--- config.mk ---
export PLATFORM = sky130hd
export DESIGN_NAME = rtf_frame_timing
export DESIGN_NICKNAME = d
export VERILOG_FILES = /design/src/design/rtf_pkg.sv /design/src/design/rtf_frame_timing.sv
export SDC_FILE = /design/constraint.sdc
export NUM_CORES = 1
export LEC_CHECK = 0
export BUFFER_PORTS_ARGS = -buffer_cell sky130_fd_sc_hd__buf_2
export CAP_MARGIN = 20
export CORE_ASPECT_RATIO = 1.75
export CORE_MARGIN = 4
export CORE_UTILIZATION = 55
export DETAILED_ROUTE_END_ITERATION = 10
export PLACE_DENSITY = 0.73
export SLEW_MARGIN = 20
export SYNTH_ARGS = -nofsm -noshare
export SYNTH_HDL_FRONTEND = slang
export SYNTH_SLANG_ARGS = --single-unit
export TNS_END_PERCENT = 5
--- constraint.sdc ---
create_clock -name REF_CLK -period 22.9 [get_ports REF_CLK]
set_clock_uncertainty 0.2 [all_clocks]
set_input_delay 5.725 -clock REF_CLK [delete_from_list [all_inputs] [get_ports REF_CLK]]
set_output_delay 5.725 -clock REF_CLK [all_outputs]
set_load 0.02 [all_outputs]
--- src/design/rtf_pkg.sv ---
package rtf_pkg;
   localparam logic [7:0] A_TAIL = 8'h2e;
   localparam logic [7:0] A_PULSE = 8'h2f;
   localparam logic [7:0] A_BURST = 8'h30;
   localparam logic [7:0] A_WAIT = 8'h31;
   localparam logic [7:0] A_WAITLO = 8'h32;
   localparam logic [7:0] A_PERIOD = 8'h3c;
   localparam logic [7:0] A_MODCFG = 8'h3d;
   localparam logic [7:0] A_STATUS = 8'h3e;
   localparam logic [7:0] WAIT_RST = 8'hc0;
   localparam logic [7:0] PERIOD_RST = 8'h7f;
   localparam logic [7:0] TAIL_MASK = 8'h1f;
   localparam logic [7:0] BURST_MASK = 8'h77;
   localparam logic [7:0] MODCFG_MASK = 8'h1f;
   localparam int GRID_B = 4;
   localparam int PAY_B = 3;
   localparam int LAST_L = 0;
   localparam int SYM1_L = 4;
   localparam int SYM0_L = 0;
   localparam int ORIG_B = 7;
   localparam int UNIT_B = 6;
   localparam int WHI_L = 3;
   localparam int STOP_L = 0;
   localparam int MIL_B = 0;
   localparam int POS_B = 1;
   localparam int LVL_B = 2;
   localparam int SYM_B = 3;
   localparam int TYB_B = 4;
   localparam logic [7:0] UNIT16_LAST = 8'h0f;
   // Carrier 13.56 MHz against the 125 MHz clock, in kHz
   localparam logic [17:0] CLK_KHZ = 18'h1e848;
   localparam logic [17:0] CARR_KHZ = 18'h034f8;
   localparam int FIFO_DEPTH = 32;

   typedef enum logic [3:0] {
      S_IDLE = 4'h1,
      S_GRID = 4'h2,
      S_DATA = 4'h4,
      S_BURST = 4'h8
   } rtf_state_e;

   typedef struct packed {
      logic last;
      logic [7:0] data;
   } rtf_byte_s;

   typedef struct packed {
      logic [7:0] tail;
      logic [7:0] pulse;
      logic [7:0] burst;
      logic [7:0] waitc;
      logic [7:0] waitlo;
      logic [7:0] period;
      logic [7:0] modcfg;
      rtf_state_e st;
      logic [17:0] acc;
      logic ctick;
      logic pend;
      logic [10:0] gcnt;
      logic [7:0] gunit;
      logic [7:0] phase;
      logic [7:0] bcnt;
      logic [8:0] nbits;
      logic [7:0] sh;
      logic last;
      logic stop;
      logic lvl;
      logic [8:0] pcnt;
      logic mod;
      logic busy;
      logic done;
      logic [7:0] rdata;
   } rtf_top_s;

   function automatic logic [8:0] rtf_burst_bits(input logic [2:0] code);
      logic [8:0] b;
      b = 9'h008;
      unique case (code)
         3'h0: b = 9'h008;
         3'h1: b = 9'h010;
         3'h2: b = 9'h020;
         3'h3: b = 9'h030;
         3'h4: b = 9'h040;
         3'h5: b = 9'h060;
         3'h6: b = 9'h080;
         3'h7: b = 9'h100;
      endcase
      return b;
   endfunction : rtf_burst_bits
endpackage : rtf_pkg

--- src/design/rtf_frame_timing.sv ---
`timescale 1ns/1ps

////////////////////////////////////////////////////////////////////////////////
module rtf_fifo
   import rtf_pkg::*;
#(
   parameter int WIDTH = 9,
   parameter int DEPTH = FIFO_DEPTH
)
(
   input wire logic clk,
   input wire logic rst,
   input wire logic [WIDTH-1:0] in_data,
   input wire logic in_valid,
   output logic in_ready,
   output logic [WIDTH-1:0] out_data,
   output logic out_valid,
   input wire logic out_ready
);
   localparam int AW = $clog2(DEPTH);

   typedef struct packed {
      logic [DEPTH-1:0][WIDTH-1:0] mem;
      logic [AW-1:0] wr;
      logic [AW-1:0] rd;
      logic [AW:0] cnt;
      logic rdy;
   } rtf_fifo_s;

   rtf_fifo_s f_reg;
   rtf_fifo_s f_next;
   logic push;
   logic pop;

   always_comb
   begin
      f_next = f_reg;
      push = in_valid && f_reg.rdy;
      pop = out_ready && (f_reg.cnt != '0);
      if (push)
      begin
         f_next.mem[f_reg.wr] = in_data;
         f_next.wr = f_reg.wr + 1'b1;
      end
      if (pop)
         f_next.rd = f_reg.rd + 1'b1;
      f_next.cnt = f_reg.cnt + (AW+1)'(push) - (AW+1)'(pop);
      // Ready is registered so the top can hand it out straight
      f_next.rdy = f_next.cnt != (AW+1)'(DEPTH);
   end

   always_ff @(posedge clk or posedge rst)
   begin
      if (rst)
         f_reg <= '{rdy: 1'b1, default: '0};
      else
         f_reg <= f_next;
   end

   assign in_ready = f_reg.rdy;
   assign out_data = f_reg.mem[f_reg.rd];
   assign out_valid = f_reg.cnt != '0;
endmodule : rtf_fifo

////////////////////////////////////////////////////////////////////////////////
// Notes on behaviour
// - With grid alignment set, starts are spaced by whole bit periods.
// - With grid alignment clear, a start may happen on any clock cycle.
// - Payload flag set sends data bytes; clear sends one symbol pattern.
// - Final byte bit count sets bits sent of last byte; zero means eight.
// - Bytes go out LSB first; truncation drops the top bits.
// - Miller pulse lasts pulse length plus one carrier periods.
// - A pulse never runs past the end of its bit.
// - Pulse start within the bit follows the pulse position select.
// - Pulse length used only under Miller data bits; start/stop symbol bursts ignore it.
// - Burst is unmodulated, held at the burst level for its length.
// - Symbol one burst length from code: 8,16,32,48,64,96,128,256 bits.
// - Symbol zero burst length uses the same eight-step code.
// - Guard wait starts at end of send, or end of receive when set.
// - Guard unit is 16 carrier periods, or half a bit period when set.
// - Upper three wait bits extend the low wait byte as MSBs.
// - Wait control register resets to c0.
// - Guard wait count is eleven bits, minimum gap before a send.
// - Type B: stop field gives no stop, one stop, or stop plus guards.
module rtf_frame_timing
   import rtf_pkg::*;
(
   input wire logic REF_CLK,
   input wire logic RST,
   input wire logic [7:0] REG_ADDR,
   input wire logic [7:0] REG_WDATA,
   input wire logic REG_WR,
   input wire logic REG_RD,
   output logic [7:0] REG_RDATA,
   input wire logic [7:0] DIN_DATA,
   input wire logic DIN_LAST,
   input wire logic DIN_VALID,
   output logic DIN_READY,
   input wire logic TX_START,
   input wire logic RX_END,
   output logic TX_MOD,
   output logic TX_BUSY,
   output logic TX_DONE
);
   rtf_top_s st_reg;
   rtf_top_s st_next;
   rtf_byte_s fifo_rd;
   logic fifo_valid;
   logic pop;
   logic start;
   logic load;
   logic finish;
   logic bit_end;
   logic [17:0] acc_sum;
   logic [10:0] gwait;
   logic [7:0] unit_last;
   logic [7:0] pstart;
   logic [2:0] nlast;

   rtf_fifo #(
      .WIDTH($bits(rtf_byte_s)),
      .DEPTH(FIFO_DEPTH)
   ) rtf_fifo_i (
      .clk(REF_CLK),
      .rst(RST),
      .in_data({DIN_LAST, DIN_DATA}),
      .in_valid(DIN_VALID),
      .in_ready(DIN_READY),
      .out_data(fifo_rd),
      .out_valid(fifo_valid),
      .out_ready(pop)
   );

   ////////////////////////////////////////////////////////////////////////////
   always_comb
   begin
      st_next = st_reg;
      pop = 1'b0;
      start = 1'b0;
      load = 1'b0;
      finish = 1'b0;
      st_next.done = 1'b0;
      st_next.rdata = 8'h00;
      // Fractional divider: carrier tick enable at 13.56 MHz average
      acc_sum = st_reg.acc + CARR_KHZ;
      st_next.ctick = acc_sum >= CLK_KHZ;
      st_next.acc = st_next.ctick ? acc_sum - CLK_KHZ : acc_sum;
      bit_end = st_reg.ctick && (st_reg.bcnt >= st_reg.period);
      gwait = {st_reg.waitc[WHI_L +: 3], st_reg.waitlo};
      unit_last = st_reg.waitc[UNIT_B] ? {1'b0, st_reg.period[7:1]} : UNIT16_LAST;
      pstart = st_reg.modcfg[POS_B] ? {1'b0, st_reg.period[7:1]} : 8'h00;
      nlast = st_reg.tail[LAST_L +: 3];

      if (REG_WR)
      begin
         unique case (REG_ADDR)
            A_TAIL: st_next.tail = REG_WDATA & TAIL_MASK;
            A_PULSE: st_next.pulse = REG_WDATA;
            A_BURST: st_next.burst = REG_WDATA & BURST_MASK;
            A_WAIT: st_next.waitc = REG_WDATA;
            A_WAITLO: st_next.waitlo = REG_WDATA;
            A_PERIOD: st_next.period = REG_WDATA;
            A_MODCFG: st_next.modcfg = REG_WDATA & MODCFG_MASK;
            default: ;
         endcase
      end
      if (REG_RD)
      begin
         unique case (REG_ADDR)
            A_TAIL: st_next.rdata = st_reg.tail;
            A_PULSE: st_next.rdata = st_reg.pulse;
            A_BURST: st_next.rdata = st_reg.burst;
            A_WAIT: st_next.rdata = st_reg.waitc;
            A_WAITLO: st_next.rdata = st_reg.waitlo;
            A_PERIOD: st_next.rdata = st_reg.period;
            A_MODCFG: st_next.rdata = st_reg.modcfg;
            A_STATUS: st_next.rdata = {4'h0, fifo_valid, st_reg.gcnt != '0,
                                       st_reg.pend, st_reg.busy};
            default: st_next.rdata = 8'h00;
         endcase
      end

      // Guard wait countdown in units of 16 carrier ticks or half bits
      if (st_reg.ctick && st_reg.gcnt != '0)
      begin
         if (st_reg.gunit >= unit_last)
         begin
            st_next.gunit = 8'h00;
            st_next.gcnt = st_reg.gcnt - 11'h001;
         end
         else
            st_next.gunit = st_reg.gunit + 8'h01;
      end
      if (RX_END && st_reg.waitc[ORIG_B])
      begin
         st_next.gcnt = gwait;
         st_next.gunit = 8'h00;
      end

      if (st_reg.ctick)
         st_next.phase = (st_reg.phase >= st_reg.period) ? 8'h00 : st_reg.phase + 8'h01;

      unique case (st_reg.st)
         S_IDLE:
         begin
            if (st_reg.pend && st_reg.gcnt == '0)
               st_next.st = S_GRID;
         end
         S_GRID:
         begin
            // Phase restarts at every start, so aligned starts land on ETU edges
            if ((!st_reg.tail[GRID_B] || (st_reg.ctick && st_reg.phase >= st_reg.period))
                && (!st_reg.tail[PAY_B] || fifo_valid) && st_reg.gcnt == '0)
            begin
               start = 1'b1;
               st_next.pend = 1'b0;
               st_next.busy = 1'b1;
               st_next.phase = 8'h00;
               st_next.bcnt = 8'h00;
               if (st_reg.tail[PAY_B])
                  load = 1'b1;
               else
               begin
                  st_next.st = S_BURST;
                  st_next.stop = 1'b0;
                  st_next.lvl = st_reg.modcfg[LVL_B];
                  st_next.nbits = rtf_burst_bits(st_reg.modcfg[SYM_B] ?
                     st_reg.burst[SYM1_L +: 3] : st_reg.burst[SYM0_L +: 3]);
               end
            end
         end
         S_DATA:
         begin
            if (bit_end)
            begin
               st_next.bcnt = 8'h00;
               st_next.sh = st_reg.sh >> 1;
               st_next.nbits = st_reg.nbits - 9'h001;
               if (st_reg.nbits <= 9'h001)
               begin
                  if (!st_reg.last && fifo_valid)
                     load = 1'b1;
                  else if (st_reg.last && st_reg.modcfg[TYB_B]
                           && st_reg.waitc[STOP_L +: 3] != 3'h0)
                  begin
                     // One stop bit plus the extra guard times, held high
                     st_next.st = S_BURST;
                     st_next.stop = 1'b1;
                     st_next.lvl = 1'b1;
                     st_next.nbits = {6'h00, st_reg.waitc[STOP_L +: 3]};
                  end
                  else
                     finish = 1'b1;
               end
            end
            else if (st_reg.ctick)
               st_next.bcnt = st_reg.bcnt + 8'h01;
         end
         S_BURST:
         begin
            if (bit_end)
            begin
               st_next.bcnt = 8'h00;
               st_next.nbits = st_reg.nbits - 9'h001;
               if (st_reg.nbits <= 9'h001)
                  finish = 1'b1;
            end
            else if (st_reg.ctick)
               st_next.bcnt = st_reg.bcnt + 8'h01;
         end
         default: st_next.st = S_IDLE;
      endcase

      if (load)
      begin
         // An underrun before the last byte simply ends the frame
         pop = 1'b1;
         st_next.st = S_DATA;
         st_next.sh = fifo_rd.data;
         st_next.last = fifo_rd.last;
         st_next.nbits = (fifo_rd.last && nlast != 3'h0) ? {6'h00, nlast} : 9'h008;
      end
      if (finish)
      begin
         st_next.st = S_IDLE;
         st_next.busy = 1'b0;
         st_next.done = 1'b1;
         st_next.bcnt = 8'h00;
         if (!st_reg.waitc[ORIG_B])
         begin
            st_next.gcnt = gwait;
            st_next.gunit = 8'h00;
         end
      end
      // Set wins over the clear taken at start
      if (TX_START)
         st_next.pend = 1'b1;

      // Modulation output; pulse counter is cleared at each bit edge
      st_next.pcnt = 9'h000;
      if (st_next.st == S_DATA && st_reg.modcfg[MIL_B])
      begin
         if (!(bit_end || start || load) && st_reg.ctick && st_reg.pcnt != '0)
            st_next.pcnt = st_reg.pcnt - 9'h001;
         else if (!(bit_end || start || load))
            st_next.pcnt = st_reg.pcnt;
         if ((st_reg.ctick || start || load) && st_next.bcnt == pstart
             && !st_next.sh[0])
            st_next.pcnt = {1'b0, st_reg.pulse} + 9'h001;
         st_next.mod = st_next.pcnt != '0;
      end
      else if (st_next.st == S_DATA)
         st_next.mod = st_next.sh[0];
      else if (st_next.st == S_BURST)
         st_next.mod = st_next.lvl;
      else
         st_next.mod = 1'b0;
   end

   always_ff @(posedge REF_CLK or posedge RST)
   begin
      if (RST)
         st_reg <= '{waitc: WAIT_RST, period: PERIOD_RST, st: S_IDLE, default: '0};
      else
         st_reg <= st_next;
   end

   assign REG_RDATA = st_reg.rdata;
   assign TX_MOD = st_reg.mod;
   assign TX_BUSY = st_reg.busy;
   assign TX_DONE = st_reg.done;
endmodule : rtf_frame_timing

==> metrics.txt <==
worst-case reg-to-reg path depth 12; Mapped Area 22,700 µm²; wire length per cell approximately 22 µm; Util after Layout 0.607; Detailed Route WL 53,400 µm; DRT Pass-1 Iters 8; clk buf depth 3; first-pass GRT wire length 86,400 µm; R2R setup slack between 15,000 and 20,000 ps; die area 44,700 µm²; pre-CTS setup slack between 10,000 and 15,000 ps; status finished, final reports clean; maximum vdd drop 81.9 µV; Setup TNS 0 ps; Post-Synthesis Cells 1,822; CTS tree built; initial antenna violation count 1; fin crit share 0.368; worst skew pair latency 560 ps; sequential share of the synthesized area 0.494; Detail Placement HPWL 37,600 µm; max reg flops 304; post-route ant nets 0; Power Density 108 nW/µm²; largest net degree at the start of global routing 120; row count 98; Post-Syn Nets about 1,900; core footprint 40,800 µm²; area delta synth->final 9.05%; slew margin rel. 0.349; DRC 0; vias in the first global route around 16,000; Max-Cap Viols 0; endpoints failing setup 0; Synth Area per Inst 12.5 µm²; overall power approximately 2700 µW; # IOs 44; via count 15,000; Fill cells 3,209; fraction of layout cells with a size suffix above 1 0.317; root buf cell clkbuf_16; TritonCTS Buffers 42; worst r2r src st_reg[113]; top_reg_cell synth dfrtp_1; Worst-Margin Slew between 900 and 1000 ps; Sink Count 448; Worst Setup SP RST; ys async rst share 1.00; GR Util All Layers 0.242; Final WS setup 14,460 ps; critical-path maximum fanout roughly 120; Static Leakage 0.0110 µW; unrepaired setup endpoints after global routing no; Chip Height between 200 and 300 µm; Starting DRT DRC Count 1,091; die width about 160 µm; H-tree levels 2; Hold Vio Cnt, Final 0; CP Capture Type asynchronous set/reset pin; Port Buffers 43; Gate power share 0.274; Switch Pwr 784 µW; grt ovf 0; # hold bufs at CTS 0; Post-CTS Setup Bufs 0; CP Class in2async; FF+latch count, synth ~450; Resized cells post-CTS 0; final RePlAce weighted congestion 0.916; yosys warns 0; HP Class reg2reg; Antenna diodes 0; Critical Path AT around 8800 ps; vias per cell 6.22; Reg power frac 0.454; Pint 1890 µW; NumNets Final between 1,500 and 2,000; initial core utilization 0.556; clock network fraction of total power 0.272; fmax 119 MHz; Synth cell types 85; fin. max-slew vios 0; Worst Setup Start Kind input pin; required time of the critical path between 20,000 and 25,000 ps; Clock transition at path regs 60 ps; worst reg2reg path endpoint TX_MOD; Period minus WS final 8440 ps; Critical Path End rtf_fifo_i.f_reg[163]; sw frac 0.293; EDFF count, synth 0
[cell usage in the layout, fill, tap and decap left out, drive strengths merged, types with 10 or more instances in the layout]
cell type and n:
a21o 10, a21oi 42, a22oi 11, a31oi 17
and3 14, buf 52, clkbuf 56, clkinv 12
dfrtp 437, dfstp 11, ha 47, inv 50
mux2 342, mux2i 20, mux4 88, nand2 154
nand3 31, nand4 22, nor2 108, nor3 32
o21ai 56, xnor2 41, xor2 40
[routing by layer]
layer	share of wire	global-route usage	wire, µm
met1	0.35	0.268	19000
met2	0.54	0.439	28700
met3	0.038	0.0299	2010
met4	0.071	0.145	3800
met5	0	0	0
[synthesized netlist by cell type, types with 32 or more instances]
cell / instances / share of area
o21ai_0: 48 / 0.011
a21oi_1: 42 / 0.0093
ha_1: 47 / 0.026
nor3_1: 32 / 0.0071
xnor2_1: 41 / 0.016
nor2_1: 108 / 0.018
xor2_1: 40 / 0.015
mux2_2: 342 / 0.17
inv_1: 47 / 0.0078
dfrtp_1: 437 / 0.48
nand2_1: 154 / 0.025
mux4_2: 88 / 0.087
clkbuf_1: 72 / 0.012
[power groups by stage]
| stage | sequential, µW | clock (µW) | combinational (µW) |
|---|---|---|---|
| floorplan | 1150 | 0 | 610 |
| global placement | 1200 | 0 | 706 |
| detailed placement | 1230 | 0 | 733 |
| CTS | 1210 | 742 | 739 |
| global route | 1250 | 775 | 801 |
| finish | 1220 | 726 | 733 |
[area by class of cell]
| cell class | count | area [µm²] | share of cell area |
|---|---|---|---|
| multi-input cells | 1233 | 10900 | 0.441 |
| repair buffers | 52 | 294 | 0.0119 |
| clock buffers | 56 | 1200 | 0.0486 |
| well taps | 550 | 688 | 0.0278 |
| clock inverters | 20 | 241 | 0.00975 |
| inverters | 49 | 191 | 0.00773 |
| flip-flops and latches | 448 | 11200 | 0.453 |
[stage by stage]
step / instance area, µm² / std cells / hold slack [ps]
floorplan: 22700 / 1822 / 259
global placement: 23300 / 2332 / 281
detailed placement: 23300 / 2332 / 287
CTS: 24800 / 2408 / 302
global route: 24800 / 2408 / 311
finish: 24800 / 2408 / 300
[cell families (layout without fill, tap and decap cells)]
| logic type | after synthesis | count (layout) | share of synthesized area |
|---|---|---|---|
| fa+ha+maj | 48 | 48 | 0.0268 |
| compound gates | 217 | 217 | 0.0655 |
| mux | 450 | 450 | 0.266 |
| xor+xnor | 81 | 81 | 0.0312 |
| buf+inv | 141 | 177 | 0.0251 |
| flops | 448 | 448 | 0.494 |
| simple gates | 437 | 437 | 0.0917 |
[worst max-delay path: stages]
cell and delay [ps]:
buf_2 130, inv_8 550, buf_4 840, buf_6 700
buf_6 680
[worst min path at each step]
stage,from,to,slack [ps],depth (start not counted)
floorplan,st_reg[20],st_reg[20],260,2
global placement,rtf_fifo_i.f_reg[38],rtf_fifo_i.f_reg[38],280,1
detailed placement,rtf_fifo_i.f_reg[187],rtf_fifo_i.f_reg[187],290,1
CTS,rtf_fifo_i.f_reg[187],rtf_fifo_i.f_reg[187],300,1
global route,rtf_fifo_i.f_reg[289],rtf_fifo_i.f_reg[289],310,1
finish,st_reg[93],st_reg[93],300,1
No activity file was read; power rests on OpenSTA's default activity.
